===== config.mk =====
export PLATFORM = sky130hd
export DESIGN_NAME = aqg_alert_qualify
export DESIGN_NICKNAME = d
export VERILOG_FILES = /design/src/design/aqg_pkg.sv /design/src/design/aqg_channel_qualify.sv /design/src/design/aqg_alert_qualify.sv
export SDC_FILE = /design/constraint.sdc
export NUM_CORES = 1
export LEC_CHECK = 0
export ABC_CLOCK_PERIOD_IN_PS = 4090
export BUFFER_PORTS_ARGS = -buffer_cell sky130_fd_sc_hd__buf_2
export CAP_MARGIN = 0
export CORE_AREA = 5 5 140 155
export CTS_CLUSTER_DIAMETER = 200
export DETAILED_ROUTE_END_ITERATION = 8
export DIE_AREA = 0 0 145 160
export MAX_ROUTING_LAYER = met4
export PLACE_DENSITY_LB_ADDON = 0.05
export SLEW_MARGIN = 20
export SYNTH_ARGS = -nofsm -noshare
export SYNTH_HDL_FRONTEND = slang
export SYNTH_SLANG_ARGS = --single-unit

===== constraint.sdc =====
create_clock -name sys_clk -period 4.09 [get_ports sys_clk]
set_input_delay 0.818 -clock sys_clk [delete_from_list [all_inputs] [get_ports sys_clk]]
set_output_delay 0.818 -clock sys_clk [all_outputs]
set_load 0.01 [all_outputs]

===== src/design/aqg_pkg.sv =====
// Shared constants, types and decode helpers for the alert qualifier block
package aqg_pkg;

  // Register offsets on the serial register port
  localparam logic [7:0] AQG_ADDR_CHANNEL_ALERT_MASK = 8'h1F;
  localparam logic [7:0] AQG_ADDR_CRIT_HYSTERESIS = 8'h21;
  localparam logic [7:0] AQG_ADDR_CONSECUTIVE_COUNT_CONTROL = 8'h22;
  localparam logic [7:0] AQG_ADDR_EXTERNAL_GAIN_COMPENSATION = 8'h25;

  // Reset values
  localparam logic [7:0] AQG_RST_CHANNEL_ALERT_MASK = 8'h00;
  localparam logic [7:0] AQG_RST_CRIT_HYSTERESIS = 8'h0A;
  localparam logic [7:0] AQG_RST_CONSECUTIVE_COUNT_CONTROL = 8'h70;
  localparam logic [7:0] AQG_RST_EXTERNAL_GAIN_COMPENSATION = 8'h08;

  // Field positions
  localparam int AQG_BIT_INT_BLOCK = 0;
  localparam int AQG_BIT_EXT_BLOCK = 1;
  localparam int AQG_BIT_TIMEOUT_EN = 7;
  localparam int AQG_LSB_CRIT_SEL = 4;
  localparam int AQG_LSB_ALERT_SEL = 1;
  localparam int AQG_BIT_AUTO_EN = 3;
  localparam int AQG_LSB_GAIN = 0;

  // Gain code that switches compensation off while autodetect is disabled
  localparam logic [2:0] AQG_GAIN_OFF = 3'h7;

  // Serial address of this device; value is arbitrary
  localparam logic [6:0] AQG_DEV_ADDR = 7'h2A;

  // Clock-low timeout
  localparam int AQG_SYS_CLK_HZ = 50_000_000;
  localparam int AQG_SMB_TIMEOUT_MS = 30;
  localparam int AQG_SMB_TIMEOUT_CYC = (AQG_SYS_CLK_HZ / 1000) * AQG_SMB_TIMEOUT_MS;
  localparam int AQG_TO_W = 21;

  // Serial engine states
  typedef enum logic [2:0] {
    AQG_IDLE,
    AQG_ADDR,
    AQG_CMD,
    AQG_WDATA,
    AQG_ACK,
    AQG_RDATA,
    AQG_MACK
  } aqg_smb_e;

  // Count field decode: 000=1, 001=2, 011=3, 111=4, others 4
  function automatic logic [2:0] aqg_count_target(input logic [2:0] sel);
    case (sel)
      3'h0: return 3'h1;
      3'h1: return 3'h2;
      3'h3: return 3'h3;
      default: return 3'h4;
    endcase
  endfunction

endpackage


===== src/design/aqg_channel_qualify.sv =====
// Per-channel consecutive alert and critical counters
`timescale 1ns/1ps
module aqg_channel_qualify import aqg_pkg::*; (
  input wire logic sys_clk, // System clock
  input wire logic reset_n, // Async reset, active low
  input wire logic meas, // One-cycle pulse, new reading
  input wire logic comp_mode, // Comparator behaviour selected
  input wire logic [7:0] temp, // Measured temperature
  input wire logic [7:0] high_limit, // High limit
  input wire logic [7:0] low_limit, // Low limit
  input wire logic [7:0] crit_limit, // Critical limit
  input wire logic [7:0] hyst, // Release hysteresis
  input wire logic fault, // Diode fault on this reading
  input wire logic [2:0] alert_sel, // Alert count field
  input wire logic [2:0] crit_sel, // Critical count field
  output logic alert_hit, // Interrupt-mode trigger, with meas
  output logic is_high, // Reading above high limit
  output logic is_low, // Reading at or below low limit
  output logic alert_active, // Comparator alert held
  output logic crit_active // Critical condition held
);

  typedef struct packed {
    logic [2:0] alert_cnt, crit_cnt;
    logic alert_act, crit_act;
  } aqg_chan_s;

  aqg_chan_s st_reg, st_next;
  logic over_crit, rel_high, rel_crit, alert_cond;
  logic [2:0] alert_inc, crit_inc;

  // Counter updates on each reading
  always_comb begin
    st_next = st_reg;
    is_high = temp > high_limit;
    is_low = temp <= low_limit;
    over_crit = temp > crit_limit;
    rel_high = ({1'b0, temp} + {1'b0, hyst}) < {1'b0, high_limit};
    rel_crit = ({1'b0, temp} + {1'b0, hyst}) < {1'b0, crit_limit};
    alert_cond = comp_mode ? is_high : (is_high | is_low | fault);
    alert_inc = st_reg.alert_cnt + 3'h1;
    crit_inc = st_reg.crit_cnt + 3'h1;
    alert_hit = meas && !comp_mode && alert_cond && (alert_inc >= aqg_count_target(alert_sel));
    if (meas) begin
      if (comp_mode) begin
        if (st_reg.alert_act) begin
          if (rel_high) begin
            st_next.alert_act = 1'b0;
            st_next.alert_cnt = 3'h0;
          end
        end else if (alert_cond) begin
          st_next.alert_cnt = alert_inc;
          if (alert_inc >= aqg_count_target(alert_sel)) begin
            st_next.alert_act = 1'b1;
          end
        end else begin
          st_next.alert_cnt = 3'h0;
        end
      end else begin
        st_next.alert_act = 1'b0;
        st_next.alert_cnt = (alert_cond && !alert_hit) ? alert_inc : 3'h0;
      end
      if (st_reg.crit_act) begin
        if (rel_crit) begin
          st_next.crit_act = 1'b0;
          st_next.crit_cnt = 3'h0;
        end
      end else if (over_crit) begin
        st_next.crit_cnt = crit_inc;
        if (crit_inc >= aqg_count_target(crit_sel)) begin
          st_next.crit_act = 1'b1;
        end
      end else begin
        st_next.crit_cnt = 3'h0;
      end
    end
    alert_active = st_reg.alert_act;
    crit_active = st_reg.crit_act;
  end

  // State register
  always_ff @(posedge sys_clk or negedge reset_n) begin
    if (!reset_n) begin
      st_reg <= '0;
    end else begin
      st_reg <= st_next;
    end
  end

endmodule


===== src/design/aqg_alert_qualify.sv =====
// Alert and critical qualification with serial register port
`timescale 1ns/1ps
module aqg_alert_qualify import aqg_pkg::*; #(
  parameter int SMB_TIMEOUT_CYCLES = AQG_SMB_TIMEOUT_CYC // Clock-low timeout in cycles
) (
  input wire logic sys_clk, // 50 MHz system clock
  input wire logic reset_n, // Async reset, active low
  input wire logic serial_clock_line, // Serial clock pin
  input wire logic sda_in, // Serial data pin level
  output logic sda_out, // Serial data drive level
  output logic sda_oe, // Serial data drive enable
  input wire logic meas_done, // Pulse: new readings valid
  input wire logic conv_start, // Pulse: conversion begins
  input wire logic comp_mode, // Comparator alert behaviour
  input wire logic mask_all, // Global alert mask
  input wire logic status_clear, // Pulse: status read clears flags
  input wire logic [7:0] int_temp, // Internal temperature
  input wire logic [7:0] int_high_limit, // Internal high limit
  input wire logic [7:0] int_low_limit, // Internal low limit
  input wire logic [7:0] int_crit_limit, // Internal critical limit
  input wire logic [7:0] ext_temp, // External temperature
  input wire logic [7:0] ext_high_limit, // External high limit
  input wire logic [7:0] ext_low_limit, // External low limit
  input wire logic [7:0] ext_crit_limit, // External critical limit
  input wire logic ext_fault, // External diode fault
  input wire logic [2:0] gain_best, // Autodetected gain setting
  output logic alert_out, // Alert pin drive level
  output logic alert_oe, // Alert pin pulled low
  output logic crit_out, // Critical pin drive level
  output logic crit_oe, // Critical pin pulled low
  output logic int_status, // Internal channel status
  output logic ext_status, // External channel status
  output logic int_high_flag, // Internal high error
  output logic int_low_flag, // Internal low error
  output logic ext_high_flag, // External high error
  output logic ext_low_flag, // External low error
  output logic ext_fault_flag, // External fault error
  output logic [2:0] gain_setting, // Gain setting in use
  output logic gain_comp_off, // Compensation disabled
  output logic smb_timeout // Pulse: protocol reset by timeout
);

  typedef struct packed {
    logic [2:0] scl_sy, sda_sy;
    aqg_smb_e smb_st, after_st;
    logic [3:0] bitcnt;
    logic [7:0] shreg, ptr, hyst;
    logic [AQG_TO_W-1:0] to_cnt;
    logic [2:0] crit_sel, alert_sel, gain;
    logic mack, sda_oe, to_fire, int_block, ext_block, to_en, auto_en, comp_off;
    logic int_status, ext_status, int_high_flag, int_low_flag, ext_high_flag;
    logic ext_low_flag, ext_fault_flag, alert_latch, alert_oe, crit_oe;
  } aqg_top_s;

  localparam logic [AQG_TO_W-1:0] TO_LIMIT = AQG_TO_W'(SMB_TIMEOUT_CYCLES);
  aqg_top_s st_reg, st_next;
  logic int_hit, int_high, int_low, int_act, int_crit, int_alert;
  logic ext_hit, ext_high, ext_low, ext_act, ext_crit, ext_alert;
  logic scl_rise, scl_fall, start_seen, stop_seen;
  logic [7:0] rd_byte;

  // Internal channel, no diode fault
  aqg_channel_qualify u_int (
    .sys_clk(sys_clk),
    .reset_n(reset_n),
    .meas(meas_done),
    .comp_mode(comp_mode),
    .temp(int_temp),
    .high_limit(int_high_limit),
    .low_limit(int_low_limit),
    .crit_limit(int_crit_limit),
    .hyst(st_reg.hyst),
    .fault(1'b0),
    .alert_sel(st_reg.alert_sel),
    .crit_sel(st_reg.crit_sel),
    .alert_hit(int_hit),
    .is_high(int_high),
    .is_low(int_low),
    .alert_active(int_act),
    .crit_active(int_crit)
  );

  // External channel counters
  aqg_channel_qualify u_ext (
    .sys_clk(sys_clk),
    .reset_n(reset_n),
    .meas(meas_done),
    .comp_mode(comp_mode),
    .temp(ext_temp),
    .high_limit(ext_high_limit),
    .low_limit(ext_low_limit),
    .crit_limit(ext_crit_limit),
    .hyst(st_reg.hyst),
    .fault(ext_fault),
    .alert_sel(st_reg.alert_sel),
    .crit_sel(st_reg.crit_sel),
    .alert_hit(ext_hit),
    .is_high(ext_high),
    .is_low(ext_low),
    .alert_active(ext_act),
    .crit_active(ext_crit)
  );

  // Register read mux, unused bits and offsets read zero
  always_comb begin
    case (st_reg.ptr)
      AQG_ADDR_CHANNEL_ALERT_MASK: rd_byte = {6'h00, st_reg.ext_block, st_reg.int_block};
      AQG_ADDR_CRIT_HYSTERESIS: rd_byte = st_reg.hyst;
      AQG_ADDR_CONSECUTIVE_COUNT_CONTROL:
        rd_byte = {st_reg.to_en, st_reg.crit_sel, st_reg.alert_sel, 1'b0};
      AQG_ADDR_EXTERNAL_GAIN_COMPENSATION: rd_byte = {4'h0, st_reg.auto_en, st_reg.gain};
      default: rd_byte = 8'h00;
    endcase
  end

  // Next state: serial engine, registers, qualification
  always_comb begin
    st_next = st_reg;
    st_next.scl_sy = {st_reg.scl_sy[1:0], serial_clock_line};
    st_next.sda_sy = {st_reg.sda_sy[1:0], sda_in};
    scl_rise = st_reg.scl_sy[1] && !st_reg.scl_sy[2];
    scl_fall = !st_reg.scl_sy[1] && st_reg.scl_sy[2];
    start_seen = st_reg.scl_sy[1] && st_reg.scl_sy[2] && !st_reg.sda_sy[1] && st_reg.sda_sy[2];
    stop_seen = st_reg.scl_sy[1] && st_reg.scl_sy[2] && st_reg.sda_sy[1] && !st_reg.sda_sy[2];
    st_next.to_fire = 1'b0;
    // Serial byte engine
    if (start_seen) begin
      st_next.smb_st = AQG_ADDR;
      st_next.bitcnt = 4'h0;
      st_next.sda_oe = 1'b0;
    end else if (stop_seen) begin
      st_next.smb_st = AQG_IDLE;
      st_next.sda_oe = 1'b0;
    end else begin
      case (st_reg.smb_st)
        AQG_ADDR, AQG_CMD, AQG_WDATA: begin
          if (scl_rise) begin
            st_next.shreg = {st_reg.shreg[6:0], st_reg.sda_sy[1]};
            st_next.bitcnt = st_reg.bitcnt + 4'h1;
          end else if (scl_fall && st_reg.bitcnt == 4'h8) begin
            st_next.bitcnt = 4'h0;
            st_next.sda_oe = 1'b1;
            st_next.smb_st = AQG_ACK;
            if (st_reg.smb_st == AQG_ADDR) begin
              if (st_reg.shreg[7:1] != AQG_DEV_ADDR) begin
                st_next.sda_oe = 1'b0;
                st_next.smb_st = AQG_IDLE;
              end
              st_next.after_st = st_reg.shreg[0] ? AQG_RDATA : AQG_CMD;
            end else if (st_reg.smb_st == AQG_CMD) begin
              st_next.ptr = st_reg.shreg;
              st_next.after_st = AQG_WDATA;
            end else begin
              st_next.after_st = AQG_WDATA;
              case (st_reg.ptr)
                AQG_ADDR_CHANNEL_ALERT_MASK: begin
                  st_next.ext_block = st_reg.shreg[AQG_BIT_EXT_BLOCK];
                  st_next.int_block = st_reg.shreg[AQG_BIT_INT_BLOCK];
                end
                AQG_ADDR_CRIT_HYSTERESIS: st_next.hyst = st_reg.shreg;
                AQG_ADDR_CONSECUTIVE_COUNT_CONTROL: begin
                  st_next.to_en = st_reg.shreg[AQG_BIT_TIMEOUT_EN];
                  st_next.crit_sel = st_reg.shreg[AQG_LSB_CRIT_SEL +: 3];
                  st_next.alert_sel = st_reg.shreg[AQG_LSB_ALERT_SEL +: 3];
                end
                AQG_ADDR_EXTERNAL_GAIN_COMPENSATION: begin
                  st_next.auto_en = st_reg.shreg[AQG_BIT_AUTO_EN];
                  if (!st_reg.shreg[AQG_BIT_AUTO_EN]) begin
                    st_next.gain = st_reg.shreg[AQG_LSB_GAIN +: 3];
                  end
                end
                default: st_next.ptr = st_reg.ptr;
              endcase
            end
          end
        end
        AQG_ACK: begin
          if (scl_fall) begin
            st_next.smb_st = st_reg.after_st;
            st_next.sda_oe = 1'b0;
            if (st_reg.after_st == AQG_RDATA) begin
              st_next.shreg = rd_byte;
              st_next.sda_oe = !rd_byte[7];
            end
          end
        end
        AQG_RDATA: begin
          if (scl_fall) begin
            if (st_reg.bitcnt == 4'h7) begin
              st_next.bitcnt = 4'h0;
              st_next.sda_oe = 1'b0;
              st_next.smb_st = AQG_MACK;
            end else begin
              st_next.bitcnt = st_reg.bitcnt + 4'h1;
              st_next.shreg = {st_reg.shreg[6:0], 1'b0};
              st_next.sda_oe = !st_reg.shreg[6];
            end
          end
        end
        AQG_MACK: begin
          if (scl_rise) begin
            st_next.mack = !st_reg.sda_sy[1];
          end else if (scl_fall) begin
            st_next.smb_st = st_reg.mack ? AQG_RDATA : AQG_IDLE;
            st_next.shreg = rd_byte;
            st_next.sda_oe = st_reg.mack && !rd_byte[7];
          end
        end
        default: st_next.sda_oe = 1'b0;
      endcase
    end
    // Clock-low timeout
    if (!st_reg.to_en || st_reg.scl_sy[1]) begin
      st_next.to_cnt = '0;
    end else if (st_reg.to_cnt >= TO_LIMIT) begin
      st_next.to_cnt = '0;
      st_next.to_fire = 1'b1;
      st_next.smb_st = AQG_IDLE;
      st_next.sda_oe = 1'b0;
    end else begin
      st_next.to_cnt = st_reg.to_cnt + AQG_TO_W'(1);
    end
    // Gain compensation autodetect
    if (st_reg.auto_en && conv_start) begin
      st_next.gain = gain_best;
    end
    st_next.comp_off = !st_next.auto_en && (st_next.gain == AQG_GAIN_OFF);
    // Status and last-error flags, set wins over clear
    if (status_clear) begin
      st_next.int_status = 1'b0;
      st_next.ext_status = 1'b0;
      st_next.int_high_flag = 1'b0;
      st_next.int_low_flag = 1'b0;
      st_next.ext_high_flag = 1'b0;
      st_next.ext_low_flag = 1'b0;
      st_next.ext_fault_flag = 1'b0;
      st_next.alert_latch = 1'b0;
    end
    if (int_hit) begin
      st_next.int_status = 1'b1;
      st_next.int_high_flag = st_reg.int_high_flag | int_high;
      st_next.int_low_flag = st_reg.int_low_flag | int_low;
    end
    if (ext_hit) begin
      st_next.ext_status = 1'b1;
      st_next.ext_high_flag = st_reg.ext_high_flag | ext_high;
      st_next.ext_low_flag = st_reg.ext_low_flag | ext_low;
      st_next.ext_fault_flag = st_reg.ext_fault_flag | ext_fault;
    end
    int_alert = int_hit && !st_reg.int_block;
    ext_alert = ext_hit && !st_reg.ext_block;
    if ((int_alert || ext_alert) && !mask_all) begin
      st_next.alert_latch = 1'b1;
    end
    // Pin drive: comparator mode ignores the global mask
    if (comp_mode) begin
      st_next.alert_oe = (int_act && !st_reg.int_block) || (ext_act && !st_reg.ext_block);
    end else begin
      st_next.alert_oe = st_next.alert_latch;
    end
    st_next.crit_oe = int_crit || ext_crit;
  end

  // State register
  always_ff @(posedge sys_clk or negedge reset_n) begin
    if (!reset_n) begin
      st_reg <= '0;
      st_reg.scl_sy <= 3'h7;
      st_reg.sda_sy <= 3'h7;
      st_reg.smb_st <= AQG_IDLE;
      st_reg.after_st <= AQG_IDLE;
      st_reg.int_block <= AQG_RST_CHANNEL_ALERT_MASK[AQG_BIT_INT_BLOCK];
      st_reg.ext_block <= AQG_RST_CHANNEL_ALERT_MASK[AQG_BIT_EXT_BLOCK];
      st_reg.hyst <= AQG_RST_CRIT_HYSTERESIS;
      st_reg.to_en <= AQG_RST_CONSECUTIVE_COUNT_CONTROL[AQG_BIT_TIMEOUT_EN];
      st_reg.crit_sel <= AQG_RST_CONSECUTIVE_COUNT_CONTROL[AQG_LSB_CRIT_SEL +: 3];
      st_reg.alert_sel <= AQG_RST_CONSECUTIVE_COUNT_CONTROL[AQG_LSB_ALERT_SEL +: 3];
      st_reg.auto_en <= AQG_RST_EXTERNAL_GAIN_COMPENSATION[AQG_BIT_AUTO_EN];
      st_reg.gain <= AQG_RST_EXTERNAL_GAIN_COMPENSATION[AQG_LSB_GAIN +: 3];
    end else begin
      st_reg <= st_next;
    end
  end

  // Outputs straight from the state register; pin levels sda_out, alert_out and crit_out tied low
  assign sda_out = 1'b0;
  assign sda_oe = st_reg.sda_oe;
  assign alert_out = 1'b0;
  assign alert_oe = st_reg.alert_oe;
  assign crit_out = 1'b0;
  assign crit_oe = st_reg.crit_oe;
  assign int_status = st_reg.int_status;
  assign ext_status = st_reg.ext_status;
  assign int_high_flag = st_reg.int_high_flag;
  assign int_low_flag = st_reg.int_low_flag;
  assign ext_high_flag = st_reg.ext_high_flag;
  assign ext_low_flag = st_reg.ext_low_flag;
  assign ext_fault_flag = st_reg.ext_fault_flag;
  assign gain_setting = st_reg.gain;
  assign gain_comp_off = st_reg.comp_off;
  assign smb_timeout = st_reg.to_fire;

endmodule


==> results.tsv, run 1 <==
metric	value	unit
status	completed	
Avg Inst Size Synth	9.29	um2
RSZ-0062 raised after global routing	no	
Post-synth EDFFs	0	
number of flip-flops in the largest register	69	
gr usage total	0.173	
CTS tree	built	
Die H	160	um
Final #Nets	1121	
Final GP Congestion	0.817	
first-pass GRT wire length	32.4	mm
Synth cell types	75	
Layout Utilization	0.447	
Vias	6195	
Overflow after GRT	0	
DPL Wire Length	15.3	mm
top post-synthesis cells by area	dfrtp_1, ha_1, dfstp_2, mux2_2, inv_1	
diode count	0	
initial core utilization	0.397	
post_cts resized	0	
Worst setup SP type	flop	
Tmin final	3520	ps
Post-CTS Setup Bufs	0	
Post-CTS Hold Fix Bufs	0	
TritonCTS Buffers	9	
Leak	0.00431	uW
Hold Crit Class	reg2reg	
Final Max Tran Viols	0	
Detail Route Antenna Nets	0	
Final Skew	8.11	ps
initial antenna violation count	0	
worst hold start	st_next[86]	
total wire length	19.4	mm
Avg WL per Cell	16.3	um
Slew headroom	0.425	
Worst Hold Depth	0	
setup violators final	0	
1st-iter DRT viols	274	
via/cell ratio	5.22	
largest net degree at the start of global routing	63	
Synth Register Bits	104	
Sink Count	104	
depth of the CTS H-tree	3	
Peak supply drop	0.000213	V
Die ar.	23200	um2
worst skew pair latency	350	ps
IO Count	95	
Clock Path Buffers	2	
Residual DRC	0	
reg2reg end	u_int.st_reg[7]	
share of layout cells above drive strength 1	0.173	
final period utilization	0.861	
WP data required	4330	ps
dominant synthesized flop cell	dfrtp_1	
kind of capture point of the worst setup path	flop	
yosys warns	0	
final setup TNS	0	ps
Clk Tree Root Cell	clkbuf_16	
Port-buffer cells	91	
worst-margin pin slew	860	ps
number of global-route vias before repair	6308	
total core area	19800	um2
post-synthesis sequential area ratio	0.333	
Layout fillers	2012	
MaxCap Viol Count	0	
r2r startpoint	st_reg[49]	
final hold vios	0	
FF/Latch Area	2620	um2
area delta synth->final	12.8	%
Reg clk slew, reported paths	70	ps
crit path DAT	3760	ps
fmax	0.284	GHz
Worst Hold Path EP	st_next[87]	
ys async rst share	1.00	
post-synthesis cell area	7850	um2
Cell Rows	54	
drt pass-1 iters	6	
Die W	145	um
Max FO, Critical Path	5	
Power Density	333	nW/um2
R2R depth	15	
area of the multi-input gates	4850	um2
CP startpoint	st_reg[49]	
internal reg-to-reg setup slack	570	ps
kind of critical path	reg2reg	
post-synth top area cell	dfrtp_1	
Synth top area share	0.293	
cells after synthesis	845	
==> layout make-up <==
cell class,instances,area share
clock buffer,10,0.0270
sequential,104,0.295
tap,252,0.0356
inverter,74,0.0314
timing repair buffer,94,0.0556
multi-input combinational,647,0.547
clock inverter,6,0.00749
==> per-layer routing <==
metal,vias to the layer above,track usage,part of all wire
met1,2867,0.224,0.47
met3,17,0.0272,0.039
li1,3194,-,-
met2,117,0.285,0.48
met5,-,-,0
met4,0,0.0432,0.014
==> placed cells by master (no fill, tap or decap), drive strengths merged, types with 19 or more instances in the layout <==
cell type / synthesis / final
nor2b: 26 / 26
a21o: 22 / 22
nor2: 64 / 64
a21oi: 44 / 44
nand2: 57 / 57
nand2b: 20 / 20
ha: 112 / 112
dfrtp: 92 / 92
buf: 10 / 94
inv: 74 / 76
o21ai: 53 / 53
mux2: 27 / 27
xor2: 19 / 19
==> power breakdown <==
group          leakage [uW]  internal (uW)  total [uW]  switching (uW)
clock              0.000153            495         897             402
combinational       0.00281            361         757             397
sequential          0.00135           1160        1290             139
total               0.00431           2010        2950             937
==> through the flow <==
stage | total power, uW | setup WS [ps] | cells | area [um2] | hold WS, ps
CTS | 3000 | 500 | 1187 | 8860 | 362
finish | 2950 | 570 | 1187 | 8860 | 359
global route | 3170 | 303 | 1187 | 8860 | 369
global placement | 2080 | 250 | 1171 | 8550 | 346
detailed placement | 2080 | 196 | 1171 | 8550 | 350
floorplan | 1800 | 678 | 847 | 7860 | 345
==> synth_stat cells, drive strengths merged, types with 10 or more instances <==
cell type,count
xnor2,16
o21a,13
nand4,14
a21o,22
nand3,18
dfrtp,92
ha,112
mux2,27
nor2b,26
a21oi,44
inv,74
nand2b,20
dfstp,12
nor2,64
xor2,19
o21ai,53
buf,10
nand2,57
clkbuf,12
==> cells by family (layout without fill, tap and decap cells) <==
family,Yosys count,after routing,synth area share
AO/OA/AOI/OAI,222,222,0.189
XOR/XNOR,35,35,0.0390
adder cells (fa/ha/maj),114,114,0.184
buffers and inverters,96,184,0.0499
flip-flops,104,104,0.333
multiplexers,31,31,0.0438
other,1,3,0.000478
AND/OR/NAND/NOR,242,242,0.161
==> worst max-delay path, stage by stage, from the launching register on <==
cell and delay [ps]:
dfstp_2 600, inv_1 150, fa_1 440, nor2b_1 170
nor2_1 60, nor2_1 80, nor2_1 50, xnor2_1 200
ha_1 290, a21o_1 190, a211oi_1 210, o21ai_0 130
a22oi_1 300, o31ai_1 180, o21bai_1 190, a22o_1 170
==> worst max-delay path by stage <==
| stage | endpoint | slack (ps) | depth (start not counted) |
|---|---|---|---|
| floorplan | u_int.st_reg[7] | 680 | 16 |
| global placement | u_int.st_reg[7] | 250 | 17 |
| detailed placement | u_int.st_reg[7] | 200 | 17 |
| CTS | u_int.st_reg[7] | 500 | 15 |
| global route | u_ext.st_reg[5] | 300 | 13 |
| finish | u_int.st_reg[7] | 570 | 15 |
(Power assumes the default switching activity.)
==> run 2, diff against run 1 <==
- CELL_PAD_IN_SITES_DETAIL_PLACEMENT: default -> 0
- CELL_PAD_IN_SITES_GLOBAL_PLACEMENT: default -> 1
- CORE_AREA: 5 5 140 155 -> 5 5 131 146
- DIE_AREA: 0 0 145 160 -> 0 0 136 151
==> run 2 against run 1 <==
Compared with the run above:
- critical path type unchanged
- sequential cell count unchanged
- clock power rose by 6.7%
- final cell count fell by 1.0%
- non-clock buffer count increased by 2
- cell area rose by 0.11%
- critical path depth unchanged
- via count is 3.0% higher
- register-to-register slack lost 50 ps
- maximum frequency down 1.5%
==> results.tsv, run 2 (same netlist as run 1, synthesis figures left out) <==
metric	value	unit	change
final setup TNS	0	ps	unchanged
gr usage total	0.199		+0.0256
kind of capture point of the worst setup path	flop		
Max FO, Critical Path	5		unchanged
crit path DAT	3810	ps	+50 ps
first-pass GRT wire length	32.0	mm	-1.3%
initial antenna violation count	0		unchanged
kind of critical path	reg2reg		
Worst Path Buf+Inv	1		unchanged
commonest non-fill, non-tap cell in the layout	ha_1		
1st-iter DRT viols	305		+11%
CP peak stage delay	610	ps	about the same
Final Skew	7.68	ps	-0.427 ps
Layout fillers	1668		-17%
placed cells	1159		-1.0%
largest net degree at the start of global routing	62		-1.6%
worst-margin pin slew	885	ps	+25.5 ps
Avg WL per Cell	16.4	um	+0.82%
most frequent CP cell	nor2_1		
Placed Area	8540	um2	-0.18%
post_cts resized	0		unchanged
depth of the CTS H-tree	3		unchanged
Worst setup SP type	flop		
MaxCap Viol Count	0		unchanged
post-route insts no fill	1175		-1.0%
Slew headroom	0.408		-0.0170
number of global-route vias before repair	6438		+2.1%
Port-buffer cells	91		unchanged
status	completed		
CP max stage cell	dfstp_2		
fmax	0.280	GHz	-1.5%
Design Area, Final	8870	um2	+0.11%
Residual DRC	0		unchanged
Die H	151	um	-5.6%
Die ar.	20500	um2	-11%
Reg clk slew, reported paths	70	ps	about the same
IO Count	95		unchanged
Clk Tree Root Cell	clkbuf_16		
Vias	6381		+3.0%
setup slack at placement	194	ps	-2.02 ps
RSZ-0062 raised after global routing	no		
final hold vios	0		unchanged
Leak	0.00433	uW	+0.34%
initial core utilization	0.451		+0.0541
Tmin final	3570	ps	+53.0 ps
share of layout cells above drive strength 1	0.174		+0.000697
Cell Rows	51		-5.6%
critical path's top delay family	compound AO/OA/AOI/OAI gates		
via/cell ratio	5.43		+4.1%
Overflow after GRT	0		unchanged
Sink Count	104		unchanged
CP Cell Sequence	inv_1 -> fa_1 -> nor2b_1 -> nor2_1 -> nor2_1 -> nor2_1 -> xnor2_1 -> ha_1 -> a21o_1 -> a211oi_1 -> o21ai_0 -> a22oi_1 -> o31ai_1 -> o21bai_1 -> a22o_1		
Hold Crit Class	reg2reg		
WP data required	4330	ps	about the same
most frequent cells in the layout	ha_1, dfrtp_1, buf_2		
Layout Utilization	0.509		+0.0616
DPL Wire Length	15.5	mm	+0.93%
area delta synth->final	13.0	%	
Clock Path Buffers	2		unchanged
Post-CTS Setup Bufs	0		unchanged
Die W	136	um	-6.2%
Post-CTS Hold Fix Bufs	0		unchanged
number of flip-flops in the largest register	69		unchanged
worst skew pair latency	350	ps	about the same
Final #Nets	1123		+0.18%
Final GP Congestion	0.842		+3.1%
drt pass-1 iters	5		-1
Peak supply drop	0.000224	V	+5.5%
CTS tree	built		
Power Density	341	nW/um2	+2.3%
setup violators final	0		unchanged
Final Max Tran Viols	0		unchanged
TritonCTS Buffers	9		unchanged
Detail Route Antenna Nets	0		unchanged
diode count	0		unchanged
final period utilization	0.874		+0.0130
final setup margin	517	ps	-53.0 ps
total wire length	19.3	mm	-0.20%
total core area	17400	um2	-12%
## run 2: changes by cell type in the layout (fill, tap and decap cells not counted)
cell | previous run | this run
buf_4 | 3 | 6
buf_12 | 1 | 0
bufinv_16 | 1 | 2
clkbuf_1 | 0 | 1
clkbuf_8 | 1 | 2
clkinv_2 | 2 | 1
clkinv_4 | 1 | 0
inv_6 | 2 | 1
## run 2: per-layer routing
layer,wire length [um],GRT usage
met4,331,0.0544
met5,0,-
met1,8890,0.254
met2,9420,0.337
met3,675,0.0213
## run 2: worst paths after layout
check,from,end,slack [ps],cells past startpoint
max in group asynchronous,reset_n,st_next[84],2670,2
worst min register to register,st_next[86],st_next[87],360,0
worst min-delay path,st_next[86],st_next[87],360,0
worst max register to register,st_reg[49],u_int.st_reg[7],520,15
worst max-delay path,st_reg[49],u_int.st_reg[7],520,15
min in group asynchronous,reset_n,st_reg[74],550,1
## run 2: worst reg2reg max path: stages (launching register included)
cell and delay (ps):
dfstp_2 610, inv_1 140, fa_1 460, nor2b_1 170
nor2_1 60, nor2_1 80, nor2_1 50, xnor2_1 220
ha_1 290, a21o_1 180, a211oi_1 210, o21ai_0 160
a22oi_1 270, o31ai_1 180, o21bai_1 210, a22o_1 180
## run 2: where the power goes
group          total, uW  internal [uW]  switching (uW)
sequential          1300           1160             140
clock                957            572             386
combinational        769            362             406
total               3020           2090             932
## run 2: stage by stage
step / hold WS, ps / total power, uW
finish: 359 / 3020
floorplan: 345 / 1800
CTS: 361 / 3060
detailed placement: 347 / 2090
global route: 365 / 3230
global placement: 349 / 2050
## run 2: layout make-up
class / instances / area, um2 / share of cell area
clock buffer: 12 / 256 / 0.0289
tap: 238 / 298 / 0.0336
sequential: 104 / 2620 / 0.295
clock inverter: 4 / 73.8 / 0.00832
timing repair buffer: 96 / 495 / 0.0559
multi-input combinational: 647 / 4850 / 0.547
inverter: 74 / 278 / 0.0313
